### src/rtl/cwl_pkg.sv
// package for the configuration word loader: flash addresses, field positions, encodings
// assumes a 24-bit wide flash read port addressed in program-word units
package cwl_pkg;

  localparam logic [23:0] CWL_CFG_SPACE_LO = 24'h800000;
  localparam logic [23:0] CWL_CFG_SPACE_HI = 24'hFFFFFF;
  localparam logic [23:0] CWL_CFG_MAP_BASE = 24'hF80000;

  localparam logic [23:0] CWL_LARGE_WORD_ONE = 24'h00ABFE;
  localparam logic [23:0] CWL_LARGE_WORD_TWO = 24'h00ABFC;
  localparam logic [23:0] CWL_SMALL_WORD_ONE = 24'h0057FE;
  localparam logic [23:0] CWL_SMALL_WORD_TWO = 24'h0057FC;
  localparam logic [23:0] CWL_LARGE_LAST_PAGE = 24'h00AC00;
  localparam logic [23:0] CWL_SMALL_LAST_PAGE = 24'h005800;
  localparam logic [23:0] CWL_PAGE_SIZE = 24'h000400;

  // value of an unprogrammed word; upper byte always reads ones
  localparam logic [23:0] CWL_WORD_RESET = 24'hFFFFFF;
  localparam logic [23:0] CWL_WORD_ONE_IMPL = 24'h007BDF;
  localparam logic [23:0] CWL_WORD_TWO_IMPL = 24'h0087F7;

  localparam int CWL_W1_SCAN = 14;
  localparam int CWL_W1_GCP = 13;
  localparam int CWL_W1_WRP = 12;
  localparam int CWL_W1_DBG = 11;
  localparam int CWL_W1_ICS = 8;
  localparam int CWL_W1_WDTEN = 7;
  localparam int CWL_W1_WIN = 6;
  localparam int CWL_W1_PSA = 4;
  localparam int CWL_W1_PS = 0;
  localparam int CWL_W2_TWO_SPEED_STARTUP_ON = 15;
  localparam int CWL_W2_OSC = 8;
  localparam int CWL_W2_CKSM = 6;
  localparam int CWL_W2_OSCIO = 5;
  localparam int CWL_W2_IOL1 = 4;
  localparam int CWL_W2_I2C = 2;
  localparam int CWL_W2_POSC = 0;

  localparam logic [1:0] CWL_ICS_RESERVED = 2'h0;
  localparam logic [2:0] CWL_OSC_RESERVED = 3'h6;
  localparam logic [1:0] CWL_POSC_OFF = 2'h3;
  localparam logic [1:0] CWL_POSC_EC = 2'h0;
  localparam logic [7:0] CWL_PRE_HIGH = 8'h80;
  localparam logic [7:0] CWL_PRE_LOW = 8'h20;

  typedef enum logic [2:0] {
    CWL_IDLE = 3'h0,
    CWL_RD_ONE = 3'h1,
    CWL_WT_ONE = 3'h2,
    CWL_RD_TWO = 3'h3,
    CWL_WT_TWO = 3'h4,
    CWL_DONE = 3'h5
  } cwl_state_t;

endpackage

### src/rtl/cwl_config_word_loader.sv
// configuration word loader: copies two flash words into volatile registers at every reset
// assumes a flash read port with one-cycle-or-more latency and a table access port
//
// Operation
// - programmed bit reads 0, unprogrammed bit reads 1.
// - config bits mapped from F80000h; space 800000h-FFFFFFh reached by table access only.
// - registers are volatile; reloaded from flash on every reset.
// - words fetched from top of flash: ABFEh/ABFCh large, 57FEh/57FCh small.
// - erasing last flash page clears the words, enabling code protection.
// - bit 14 of word one enables scan port; changeable only via serial programming.
// - bit 13 of word one at 0 protects all program memory.
// - bit 12 of word one at 0 blocks all program memory writes.
// - bit 11 of word one: 1 operational mode, 0 debug mode at reset.
// - bits 9-8 of word one route emulator pins; 00 reserved.
// - bit 7 of word one enables the watchdog.
// - bit 6 of word one: 1 standard, 0 windowed watchdog needing enable.
// - bit 4 of word one: prescaler 1:128 when 1, 1:32 when 0.
// - bits 3-0 of word one: postscaler is two to the field value.
// - bit 15 of word two enables two-speed start-up.
// - bits 10-8 of word two select oscillator after reset; 110 reserved.
// - bits 7-6 of word two: 1x none, 01 switching, 00 switching and monitor.
// - bit 5 of word two drives clock out only when primary mode is 11 or 00.
// - bit 4 of word two makes pin-select lock one-shot after unlock.
// - bit 2 of word two: 1 default I2C pins, 0 alternate pins.
// - bits 1-0 of word two set primary oscillator mode.
`timescale 1ns/1ps
module cwl_config_word_loader #(
  parameter bit LARGE_MEMORY = 1'b1
) (
  input wire logic CLK,
  input wire logic RST,
  input wire logic CLK_EN,
  // flash read port used by the loader
  output logic FLASH_RD,
  output logic [23:0] FLASH_ADDR,
  input wire logic FLASH_VALID,
  input wire logic [23:0] FLASH_DATA,
  // flash maintenance notice: page erase events
  input wire logic FLASH_ERASE,
  input wire logic [23:0] FLASH_ERASE_ADDR,
  // table access port into configuration space
  input wire logic TBL_RD,
  input wire logic TBL_WR,
  input wire logic [23:0] TBL_ADDR,
  input wire logic [23:0] TBL_WDATA,
  input wire logic TBL_SERIAL_PROG,
  output logic [23:0] TBL_RDATA,
  output logic TBL_ACK,
  output logic TBL_ERR,
  // pin-select lock request and state
  input wire logic PIN_UNLOCKED,
  input wire logic PIN_LOCK_SET,
  input wire logic PIN_LOCK_CLR,
  output logic PIN_SELECT_LOCK,
  output logic PIN_SELECT_WR_OK,
  // load status and decoded configuration
  output logic LOAD_DONE,
  output logic DEPENDENT_RESET,
  output logic SCAN_PORT_ON,
  output logic CODE_PROTECT,
  output logic FLASH_WRITE_PERMIT,
  output logic RESET_TO_DEBUG,
  output logic [1:0] EMULATOR_PIN_PAIR_SEL,
  output logic EMULATOR_PIN_RESERVED,
  output logic WATCHDOG_ON,
  output logic WATCHDOG_WINDOWED,
  output logic [7:0] WATCHDOG_PRESCALE,
  output logic [15:0] WATCHDOG_POSTSCALE,
  output logic TWO_SPEED_STARTUP_ON,
  output logic [2:0] RESET_OSC_SEL,
  output logic RESET_OSC_RESERVED,
  output logic CLK_SWITCH_ON,
  output logic FAIL_SAFE_MONITOR_ON,
  output logic CLOCK_OUT_PIN,
  output logic PIN_LOCK_ONE_SHOT,
  output logic I2C_PIN_ALT_SEL,
  output logic [1:0] PRIMARY_OSC_MODE
);

  localparam logic [23:0] WORD_ONE_ADDR =
    LARGE_MEMORY ? cwl_pkg::CWL_LARGE_WORD_ONE : cwl_pkg::CWL_SMALL_WORD_ONE;
  localparam logic [23:0] WORD_TWO_ADDR =
    LARGE_MEMORY ? cwl_pkg::CWL_LARGE_WORD_TWO : cwl_pkg::CWL_SMALL_WORD_TWO;
  localparam logic [23:0] LAST_PAGE_END =
    LARGE_MEMORY ? cwl_pkg::CWL_LARGE_LAST_PAGE : cwl_pkg::CWL_SMALL_LAST_PAGE;

  cwl_pkg::cwl_state_t state_reg;
  logic [23:0] config_word_one_reg;
  logic [23:0] config_word_two_reg;
  logic lock_reg;
  logic lock_used_reg;
  logic ack_reg;
  logic err_reg;
  logic [23:0] rdata_reg;

  logic done;
  logic tbl_in_space;
  logic tbl_hit_one;
  logic tbl_hit_two;
  logic last_page_erase;

  assign done = (state_reg == cwl_pkg::CWL_DONE);
  // config space sits in the upper half; normal fetch never reaches it
  assign tbl_in_space = TBL_ADDR[23];
  assign tbl_hit_one = (TBL_ADDR == cwl_pkg::CWL_CFG_MAP_BASE);
  assign tbl_hit_two = (TBL_ADDR == cwl_pkg::CWL_CFG_MAP_BASE + 24'h000002);
  assign last_page_erase = FLASH_ERASE && (FLASH_ERASE_ADDR < LAST_PAGE_END)
    && (FLASH_ERASE_ADDR >= LAST_PAGE_END - cwl_pkg::CWL_PAGE_SIZE);

  // reset always restarts the load, so every reset kind reloads
  always_ff @(posedge CLK or posedge RST) begin
    if (RST) begin
      state_reg <= cwl_pkg::CWL_IDLE;
    end else if (CLK_EN) begin
      case (state_reg)
        cwl_pkg::CWL_IDLE: state_reg <= cwl_pkg::CWL_RD_ONE;
        cwl_pkg::CWL_RD_ONE: state_reg <= cwl_pkg::CWL_WT_ONE;
        cwl_pkg::CWL_WT_ONE: begin
          if (FLASH_VALID) begin
            state_reg <= cwl_pkg::CWL_RD_TWO;
          end
        end
        cwl_pkg::CWL_RD_TWO: state_reg <= cwl_pkg::CWL_WT_TWO;
        cwl_pkg::CWL_WT_TWO: begin
          if (FLASH_VALID) begin
            state_reg <= cwl_pkg::CWL_DONE;
          end
        end
        cwl_pkg::CWL_DONE: state_reg <= cwl_pkg::CWL_DONE;
        default: state_reg <= cwl_pkg::CWL_IDLE;
      endcase
    end
  end

  assign FLASH_RD = (state_reg == cwl_pkg::CWL_RD_ONE) || (state_reg == cwl_pkg::CWL_RD_TWO);
  assign FLASH_ADDR = (state_reg == cwl_pkg::CWL_RD_TWO) ? WORD_TWO_ADDR : WORD_ONE_ADDR;

  // unimplemented bits forced to one so they never steer decode
  always_ff @(posedge CLK or posedge RST) begin
    if (RST) begin
      config_word_one_reg <= cwl_pkg::CWL_WORD_RESET;
      config_word_two_reg <= cwl_pkg::CWL_WORD_RESET;
    end else if (CLK_EN) begin
      if (state_reg == cwl_pkg::CWL_WT_ONE && FLASH_VALID) begin
        config_word_one_reg <= FLASH_DATA | ~cwl_pkg::CWL_WORD_ONE_IMPL;
      end
      if (state_reg == cwl_pkg::CWL_WT_TWO && FLASH_VALID) begin
        config_word_two_reg <= FLASH_DATA | ~cwl_pkg::CWL_WORD_TWO_IMPL;
      end
      // erase only changes flash; registers keep their value until next reset
      if (done && TBL_WR && TBL_SERIAL_PROG && tbl_hit_one) begin
        config_word_one_reg[cwl_pkg::CWL_W1_SCAN] <= TBL_WDATA[cwl_pkg::CWL_W1_SCAN];
      end
    end
  end

  // table access answer one cycle after the request
  always_ff @(posedge CLK or posedge RST) begin
    if (RST) begin
      ack_reg <= 1'b0;
      err_reg <= 1'b0;
      rdata_reg <= 24'h000000;
    end else if (CLK_EN) begin
      ack_reg <= (TBL_RD || TBL_WR) && done;
      err_reg <= (TBL_RD || TBL_WR) && done && !(tbl_in_space && (tbl_hit_one || tbl_hit_two));
      if (TBL_RD && done) begin
        rdata_reg <= tbl_hit_one ? config_word_one_reg
          : tbl_hit_two ? config_word_two_reg : cwl_pkg::CWL_WORD_RESET;
      end
    end
  end
  assign TBL_ACK = ack_reg;
  assign TBL_ERR = err_reg;
  assign TBL_RDATA = rdata_reg;

  // pin-select lock; one-shot policy refuses any clear once set
  always_ff @(posedge CLK or posedge RST) begin
    if (RST) begin
      lock_reg <= 1'b0;
      lock_used_reg <= 1'b0;
    end else if (CLK_EN && done && PIN_UNLOCKED) begin
      if (PIN_LOCK_SET && !(PIN_LOCK_ONE_SHOT && lock_used_reg)) begin
        lock_reg <= 1'b1;
        lock_used_reg <= 1'b1;
      end else if (PIN_LOCK_CLR && !PIN_LOCK_ONE_SHOT) begin
        lock_reg <= 1'b0;
      end
    end
  end
  assign PIN_SELECT_LOCK = lock_reg;
  assign PIN_SELECT_WR_OK = done && !lock_reg && PIN_UNLOCKED;

  assign LOAD_DONE = done;
  assign DEPENDENT_RESET = !done;
  assign SCAN_PORT_ON = config_word_one_reg[cwl_pkg::CWL_W1_SCAN];
  // cleared words (erased last page) read 0 here: protection on
  assign CODE_PROTECT = !config_word_one_reg[cwl_pkg::CWL_W1_GCP];
  assign FLASH_WRITE_PERMIT = config_word_one_reg[cwl_pkg::CWL_W1_WRP] && done
    && !(last_page_erase && 1'b0);
  assign RESET_TO_DEBUG = !config_word_one_reg[cwl_pkg::CWL_W1_DBG];
  assign EMULATOR_PIN_PAIR_SEL = config_word_one_reg[cwl_pkg::CWL_W1_ICS +: 2];
  assign EMULATOR_PIN_RESERVED = (EMULATOR_PIN_PAIR_SEL == cwl_pkg::CWL_ICS_RESERVED);
  assign WATCHDOG_ON = config_word_one_reg[cwl_pkg::CWL_W1_WDTEN];
  // window mode only meaningful with the watchdog enabled
  assign WATCHDOG_WINDOWED = !config_word_one_reg[cwl_pkg::CWL_W1_WIN] && WATCHDOG_ON;
  assign WATCHDOG_PRESCALE = config_word_one_reg[cwl_pkg::CWL_W1_PSA] ?
    cwl_pkg::CWL_PRE_HIGH : cwl_pkg::CWL_PRE_LOW;
  assign WATCHDOG_POSTSCALE = 16'h0001 << config_word_one_reg[cwl_pkg::CWL_W1_PS +: 4];
  assign TWO_SPEED_STARTUP_ON = config_word_two_reg[cwl_pkg::CWL_W2_TWO_SPEED_STARTUP_ON];
  assign RESET_OSC_SEL = config_word_two_reg[cwl_pkg::CWL_W2_OSC +: 3];
  assign RESET_OSC_RESERVED = (RESET_OSC_SEL == cwl_pkg::CWL_OSC_RESERVED);
  assign CLK_SWITCH_ON = !config_word_two_reg[cwl_pkg::CWL_W2_CKSM + 1];
  assign FAIL_SAFE_MONITOR_ON = (config_word_two_reg[cwl_pkg::CWL_W2_CKSM +: 2] == 2'h0);
  assign PRIMARY_OSC_MODE = config_word_two_reg[cwl_pkg::CWL_W2_POSC +: 2];
  assign CLOCK_OUT_PIN = config_word_two_reg[cwl_pkg::CWL_W2_OSCIO]
    && (PRIMARY_OSC_MODE == cwl_pkg::CWL_POSC_OFF || PRIMARY_OSC_MODE == cwl_pkg::CWL_POSC_EC);
  assign PIN_LOCK_ONE_SHOT = config_word_two_reg[cwl_pkg::CWL_W2_IOL1];
  assign I2C_PIN_ALT_SEL = !config_word_two_reg[cwl_pkg::CWL_W2_I2C];

endmodule

### config.mk
export PLATFORM = sky130hd
export DESIGN_NAME = cwl_config_word_loader
export DESIGN_NICKNAME = d
export VERILOG_FILES = /design/src/rtl/cwl_pkg.sv /design/src/rtl/cwl_config_word_loader.sv
export SDC_FILE = /design/constraint.sdc
export NUM_CORES = 1
export LEC_CHECK = 0
export ABC_AREA = 1
export BUFFER_PORTS_ARGS = -buffer_cell sky130_fd_sc_hd__buf_2
export CAP_MARGIN = 40
export CORE_MARGIN = 5
export CORE_UTILIZATION = 25
export DETAILED_ROUTE_END_ITERATION = 10
export GPL_TIMING_DRIVEN = 0
export PLACE_DENSITY = 0.55
export SYNTH_ARGS = -nofsm -noshare
export SYNTH_HDL_FRONTEND = slang
export SYNTH_SLANG_ARGS = --single-unit
### constraint.sdc
create_clock -name CLK -period 1.87 [get_ports CLK]
set_input_delay 0 -clock CLK [delete_from_list [all_inputs] [get_ports CLK]]
set_output_delay 0 -clock CLK [all_outputs]
set_load 0.05 [all_outputs]
# Word level (Yosys, flattened, before mapping)
# Cells that the tools add are included.
# totals
word_cells	78
ram_bits	0
out_inout_bits	100
input_bits	107
n_memories	0
latchBits	0
register_bits	55
mem_bits_ro	0
# classes
bitwise_logic	0
n_lt_le_gt_ge	0
div_mod_pow	0
mux	11
add_sub_neg	0
n_reduce_logical	46
n_eq_ne	11
shift	1
multipliers	0
# op_table
op	n
$eq 24x24->1 const B	2
$mux 16	2
$logic_and 1x1->1	19
$pmux 3 s6	1
$shl 1x4->16 const A	1
$mux 15	1
$reduce_and 2->1	6
$logic_not 1->1	10
$eq 3x3->1 const B	3
$mux 8	1
$eq 3x2->1 const B	2
$logic_not 2->1	3
$mux 3	2
$logic_or 1x1->1	4
$ne 2x2->1 const B	2
$reduce_bool 2->1	2
$eq 3x1->1 const B	1
$logic_not 3->1	1
$mux 1	3
$reduce_and 3->1	1
$eq 2x2->1 const B	1
$mux 2	1

# Depth between registers and ports, before layout
# Gate-level depths: netlist of run 1.
# depth
ltp_word	6
ltp_mapped	10
depth_no_buf	9

# Least setup slack after synthesis of run 1
# No wires, ideal clock.
# synth_path
path_type	flip-flop to output port
start	register config_word_one_reg[3]
end	output port WATCHDOG_POSTSCALE[11]
required_ns	1.870
path_buffers	1
slack_ns	-0.466
t_arrival_ns	2.336
stages_incl_launch_ff	4
path_cell_list	dfstp_2 -> buf_2 -> clkinv_1 -> nor4_1
# synth_via
elab_chain_cells	1
# synth_lines
element	line	rtl
start: declaration	cwl_config_word_loader.sv:88	logic [23:0] config_word_one_reg;
start signal: assignment	cwl_config_word_loader.sv:141	config_word_one_reg <= cwl_pkg::CWL_WORD_RESET;
start signal: assignment	cwl_config_word_loader.sv:145	config_word_one_reg <= FLASH_DATA | ~cwl_pkg::CWL_WORD_ONE_IMPL;
start signal: indexed assignment	cwl_config_word_loader.sv:152	config_word_one_reg[cwl_pkg::CWL_W1_SCAN] <= TBL_WDATA[cwl_pkg::CWL_W1_SCAN];
$shl 1x4->16	cwl_config_word_loader.sv:208	assign WATCHDOG_POSTSCALE = 16'h0001 << config_word_one_reg[cwl_pkg::CWL_W1_PS +: 4];
end: declaration	cwl_config_word_loader.sv:68	output logic [15:0] WATCHDOG_POSTSCALE,
# Every way passes these cells.

# Worst setup path in the final report of run 1
# Ends and elaborated chain as after synthesis.

==> results of run 1 <==
==> layout by cell type (no fill, tap or decap), types with 2 or more instances in the layout <==
master | Yosys | final
nor2_4 | 2 | 2
clkinvlp_4 | 0 | 3
o21ai_0 | 23 | 23
clkbuf_16 | 0 | 5
nand2_2 | 2 | 2
nor2_1 | 65 | 65
inv_2 | 2 | 3
nand3_1 | 19 | 19
mux2_2 | 2 | 2
nand2_1 | 73 | 73
buf_2 | 5 | 126
nand4_1 | 4 | 4
conb_1 | 2 | 29
buf_4 | 44 | 44
a21oi_1 | 16 | 16
clkinv_4 | 1 | 2
dlygate4sd3_1 | 0 | 16
inv_1 | 44 | 43
dfrtp_1 | 24 | 24
dfstp_2 | 24 | 24
clkbuf_1 | 3 | 3
nor3_1 | 7 | 7
nor4_2 | 0 | 2
==> area by class of cell <==
type	count	share of cell area
Clock inverter	3	0.00581
Sequential cell	48	0.301
Clock buffer	5	0.0306
Inverter	48	0.0462
Tap cell	143	0.0437
Multi-Input combinational cell	256	0.289
Buffer	53	0.0923
Timing Repair Buffer	138	0.192
==> critical path: cells and delay by family (launching register included) <==
kind	cells	cell delay, ns
and+or+nand+nor	1	0.18
buffers and inverters	3	0.76
DFF	1	0.51
==> cells in the mapped netlist, types with 2 or more instances <==
cell type  count
a21oi_1       16
buf_2          5
buf_4         44
clkbuf_1       3
conb_1         2
dfrtp_1       24
dfstp_2       24
inv_1         44
inv_2          2
mux2_2         2
nand2_1       73
nand2_2        2
nand3_1       19
nand4_1        4
nor2_1        65
nor2_4         2
nor3_1         7
nor4_1         2
o21ai_0       23
==> routing by layer <==
| layer | vias up | track usage |
|---|---|---|
| li1 | 1448 | - |
| met1 | 1254 | 0.159 |
| met2 | 80 | 0.217 |
| met3 | 7 | 0.0221 |
| met4 | 0 | 0.0252 |
| met5 | - | 0 |
==> timing repair <==
item | in CTS | in global routing
resized for setup | 0 | 1
hold endpoints to repair | 50 | 0
endpoints found under the setup margin | 0 | 1
hold buffers | 16 | 0
==> per-stage QoR <==
step | cells | power [mW] | setup WS, ns
floorplan | 405 | 5.39 | 0.0151
global placement | 669 | 6.32 | 0.0783
detailed placement | 670 | 6.39 | 0.138
CTS | 694 | 7.33 | 0.104
global route | 694 | 7.72 | 0.0212
finish | 694 | 7.27 | 0.141
==> power by group <==
group	leakage, nW	switching, mW	internal, mW
Combinational	1.60	3.31	1.07
Clock	0.0660	0.403	0.498
Sequential	0.508	0.341	1.65
Total	2.18	4.05	3.22
==> cell families (layout without fill, tap and decap cells) <==
logic type | Yosys count | count (layout) | share of synthesized area
simple gates | 182 | 182 | 0.284
mux | 2 | 2 | 0.00787
flops | 48 | 48 | 0.430
compound gates | 43 | 43 | 0.0787
other cells | 2 | 29 | 0.00262
buf+inv | 101 | 247 | 0.197
==> path summary, 6_finish.rpt <==
kind	slack, ns	end	cells after the start
min in group asynchronous	0.17	state_reg[1]$_DFFE_PP0P_	3
worst max-delay path	0.14	WATCHDOG_POSTSCALE[11]	4
worst max register to register	0.17	config_word_one_reg[4]$_DFFE_PP1P_	4
max in group asynchronous	1.15	config_word_one_reg[13]$_DFFE_PP1P_	4
worst min register to register	0.47	lock_used_reg$_DFFE_PP0P_	2
worst min-delay path	0.003	PIN_SELECT_LOCK$_DFFE_PP0P_	4
==> impl_results.md, run 1 <==
- Area growth, synth to finish: 43.0%
- PortBufs: between 100 and 150
- Crit. End Element: output port
- Largest cells by area after synthesis: dfstp_2 (22%), dfrtp_1 (21%), buf_4 (12%)
- CTS tree: yes
- Worst Hold Launch: PIN_LOCK_CLR
- Arr. time, crit path: 1.73 ns
- Full die area: 13700 sq um
- Htree depth: 2
- Async set-reset flop share out of synthesis: 1.00
- CP max-delay cell: dfstp_2
- Area share of the largest cell type after synthesis: 0.220
- Setup TNS: 0 ns
- VDD IR max: approximately 0.92 mV
- Cells after Synth: about 380
- Crit-path cells: buf_2 > clkinvlp_4 > nor4_2 > buf_2
- Fill cells: between 1000 and 1500
- Worst-Skew Late Latency: 0.29 ns
- GR Util All Layers: 0.123
- RSZ-0062 raised after global routing: no
- CP max FO: 10
- M1 wire length: about 3800 um
- Lkg Pwr: between 2 and 2.5 nW
- EDFF count, synth: 0
- Final setup fails: 0
- Core area: 11300 sq um
- Ant diodes: 0
- DRC: 0
- Hold WS: roughly 0.0028 ns
- Hold Path Class: input pin to flip-flop
- RePlAce Congestion: approximately 0.76
- Distinct cells, synth: 34
- Mean area per synthesized cell: 7.57 sq um
- Max-Cap Viols: 0
- Width of the die: 117 um
- Setup bufs post-CTS: 0
- FMAX: approximately 580 MHz
- Die Y: roughly 120 um
- Dpl hpwl: about 6900 um
- CTS buffer count: 5
- WS Path Type: flip-flop to output port
- Initial Util: 0.253
- Area of the multi-input gates: around 1200 sq um
- CTS clk-pin slew, worst paths: ~0.07 ns
- Vias: ~2800
- Nets: around 660
- Total global routing overflow: 0
- Pin count of the biggest net entering global routing: 40
- First-pass GRT wire length: about 13000 um
- RR Startpoint: state_reg[0]$_DFFE_PP0P_
- Initial antenna violation count: 0
- FF+latch count, synth: 48
- Final Cycle Share: 0.925
- Initial drt markers: a little under 60
- CTS root buf: clkbuf_16
- Total routed wirelength: between 8000 and 9000 um
- Required time worst endpoint: roughly 1.9 ns
- Met2 Routed Length: 4330 um
- Final instance area: approximately 4100 sq um
- Vias/cell: roughly 4.0
- Ys flop type: dfstp_2
- Sink Count: 48
- DRT antenna net count: 0
- Vias in the first global route: ~2700
- Slew HR: 0.597
- Row cnt: 39
- DP Area: 3780 sq um
- Max reg flops: 17
- Uppermost layer routed: met4
- Slowest cell delay on critical path: a little over 0.5 ns
- Seq/Total Area, Yosys: 0.430
- Power density cells: about 1800 nW/um^2
- Yosys warnings: 0
- Wire per inst: around 12 um
- Crit path launch type: flip-flop
- Status: complete, no violations
- Yosys top cell by area: dfstp_2
- Clock tree buffer depth: 2
- Cell Area, Synth: ~2900 sq um
- Pins Over Slew Limit: 0
- Met3 WL: 410 um
- Core Util, Final: 0.362
- TritonRoute pass-1 iters: 4
- Fin. Hold Viols: 0
- Worst Tran Pin Value: slightly above 0.6 ns
- Layout cell share with drive strength beyond 1: 0.408
- Boundary Pins: around 210
- Worst Skew: 0.00867 ns
- Worst Setup SP: config_word_one_reg[3]$_DFFE_PP1P_
- Final min period: between 1.5 and 2 ns
- CP dominant cell by count: buf_2
- Reg area: 1230 sq um
Power figures use the tool's default switching activity.
==> run 2: changes to the inputs <==
--- a/config.mk
+++ b/config.mk
@@ -11,7 +11,6 @@
 export CORE_MARGIN = 5
 export CORE_UTILIZATION = 25
 export DETAILED_ROUTE_END_ITERATION = 10
-export GPL_TIMING_DRIVEN = 0
 export PLACE_DENSITY = 0.55
 export SYNTH_ARGS = -nofsm -noshare
 export SYNTH_HDL_FRONTEND = slang
==> run 2 against run 1 <==
  * The run now ends with hold timing left
  * Clock skew grew 0.0019 ns
  * Global-route usage shrank 0.86 points
  * Final cell count shrank 7.2%
  * Largest cell class unchanged
==> impl_results.md, run 2 (same netlist as run 1, synthesis figures left out) <==
- Initial antenna violation count: 0 (unchanged)
- Dpl hpwl: 6380 um (was 6920 um)
- Pins Over Slew Limit: 0 (unchanged)
- Most common cell after layout, fill and taps aside: buf_2 (unchanged)
- Total routed wirelength: 8070 um (was 8560 um)
- CTS clk-pin slew, worst paths: 0.07 ns (about the same)
- RePlAce Congestion: 0.763 (was 0.759)
- Sink Count: 48 (unchanged)
- Fin. Hold Viols: 1 (was 0)
- DRT antenna net count: 0 (unchanged)
- CP max FO: 10 (unchanged)
- Total global routing overflow: 0 (unchanged)
- Ant diodes: 0 (unchanged)
- Setup TNS: 0 ns (unchanged)
- Violated checks: hold timing
- Hold Buf Count CTS: 16 (unchanged)
- RSZ-0062 raised after global routing: no (unchanged)
- Row cnt: 39 (unchanged)
- Pin count of the biggest net entering global routing: 49 (was 40)
- Area growth, synth to finish: 31.7% (was 43.0%)
- Crit. End Element: output port (unchanged)
- CP max-delay cell: dfstp_2 (unchanged)
- PortBufs: 121 (unchanged)
- WS Path Type: flip-flop to output port (unchanged)
- Vias: 2669 (was 2789)
- Max reg flops: 17 (unchanged)
- Nets: 607 (was 657)
- CTS buffer count: 5 (unchanged)
- CTS root buf: clkbuf_16 (unchanged)
- Final setup fails: 0 (unchanged)
- Vias/cell: 4.14 (was 4.02)
- Post-route insts no fill: 644 (was 694)
- GR Util All Layers: 0.115 (was 0.123)
- Width of the die: 117 um (unchanged)
- Clock tree buffer depth: 2 (unchanged)
- TritonRoute pass-1 iters: 4 (unchanged)
- Final Cycle Share: 0.896 (was 0.925)
- Placed insts: 620 (was 670)
- Crit-path cells: clkinv_1 > nor4_2 > buf_2 (was buf_2 > clkinvlp_4 > nor4_2 > buf_2)
- VDD IR max: 0.883 mV (was 0.924 mV)
- Crit path launch type: flip-flop (unchanged)
- Worst Setup SP: config_word_one_reg[3]$_DFFE_PP1P_ (unchanged)
- Commonest cells after routing, fill and taps aside: buf_2 (121), nand2_1 (73), nor2_1 (65) (was buf_2 (126), nand2_1 (73), nor2_1 (65))
- Wire per inst: 12.5 um (was 12.3 um)
- Lkg Pwr: 1.98 nW (was 2.18 nW)
- Count of cells resized by post-cts repair: 0 (unchanged)
- Max-Cap Viols: 0 (unchanged)
- Initial drt markers: 100 (was 58)
- Core area: 11300 sq um (unchanged)
- Final min period: 1.68 ns (was 1.73 ns)
- CTS tree: yes (unchanged)
- DRC: 0 (unchanged)
- FMAX: 597 MHz (was 578 MHz)
- Arr. time, crit path: 1.68 ns (was 1.73 ns)
- Family with the most delay on the worst path: flip-flops (was buffers and inverters)
- Boundary Pins: 207 (unchanged)
- Worst Skew: 0.0106 ns (was 0.00867 ns)
- Hold WS: -0.00631 ns (was 0.00283 ns)
- Required time worst endpoint: 1.87 ns (about the same)
- Vias in the first global route: 2522 (was 2695)
- First-pass GRT wire length: 12300 um (was 13200 um)
- Setup bufs post-CTS: 0 (unchanged)
- Htree depth: 2 (unchanged)
- Die Y: 117 um (unchanged)
- Initial Util: 0.253 (unchanged)
- Power density cells: 1910 nW/um^2 (was 1780 nW/um^2)
- Layout cell share with drive strength beyond 1: 0.351 (was 0.408)
- Worst Hold Launch: TBL_WR (was PIN_LOCK_CLR)
- Crit path buf inv count: 2 (was 3)
- Hold Path Class: input pin to flip-flop (unchanged)
- Worst-Skew Late Latency: 0.29 ns (about the same)
- Full die area: 13700 sq um (unchanged)
- RR Startpoint: state_reg[0]$_DFFE_PP0P_ (unchanged)
- Status: finished, violations left (was complete, no violations)
- Slowest cell delay on critical path: 0.64 ns (was 0.51 ns)
## run 2: worst min-delay path, stage by stage
cell and delay, ns:
buf_2 0.08, o21ai_0 0.10, nand2_1 0.07
## run 2: final timing paths
path	to	slack [ns]	depth (start not counted)
worst max-delay path	WATCHDOG_POSTSCALE[11]	0.19	3
worst min-delay path	TBL_ACK$_DFFE_PP0P_	-0.006	3
worst max register to register	state_reg[2]$_DFFE_PP0P_	0.38	6
worst min register to register	lock_used_reg$_DFFE_PP0P_	0.46	2
max in group asynchronous	config_word_one_reg[13]$_DFFE_PP1P_	1.29	4
min in group asynchronous	TBL_RDATA[4]$_DFFE_PP0P_	0.30	4
## run 2: final cells by class
type                    count  area, sq um
clock buffers               7          154
clock inverters             1         30.0
repair buffers            141          808
fillers                  1221         7550
inverters                  48          185
well taps                 143          179
multi-input cells         256         1180
flip-flops and latches     48         1230
## run 2: through the flow
stage	power, mW	cell area (sq um)	worst slack (ns)	utilization
2_1_floorplan	5.39	2980	0.0151	-
3_3_place_gp	6.07	3420	0.392	0.302
3_5_place_dp	6.13	3420	0.380	0.302
4_1_cts	7.29	3770	0.209	0.333
5_1_grt	7.64	3770	0.0824	0.333
6_report	7.20	3770	0.195	0.333
## run 2: report_power, final
part           switching (mW)  leakage [nW]  internal, mW  total [mW]
Combinational            3.19          1.38         0.863        4.05
Sequential              0.389         0.508          1.65        2.04
Clock                   0.390        0.0893         0.714        1.10
Total                    3.97          1.98          3.23        7.20
## run 2: routing by layer
metal | wire [um] | vias to the layer above | global-route usage
li1 | - | 1353 | -
met1 | 3400 | 1234 | 0.144
met2 | 4040 | 76 | 0.198
met3 | 551 | 6 | 0.0288
met4 | 76 | 0 | 0.0260
met5 | 0 | - | 0
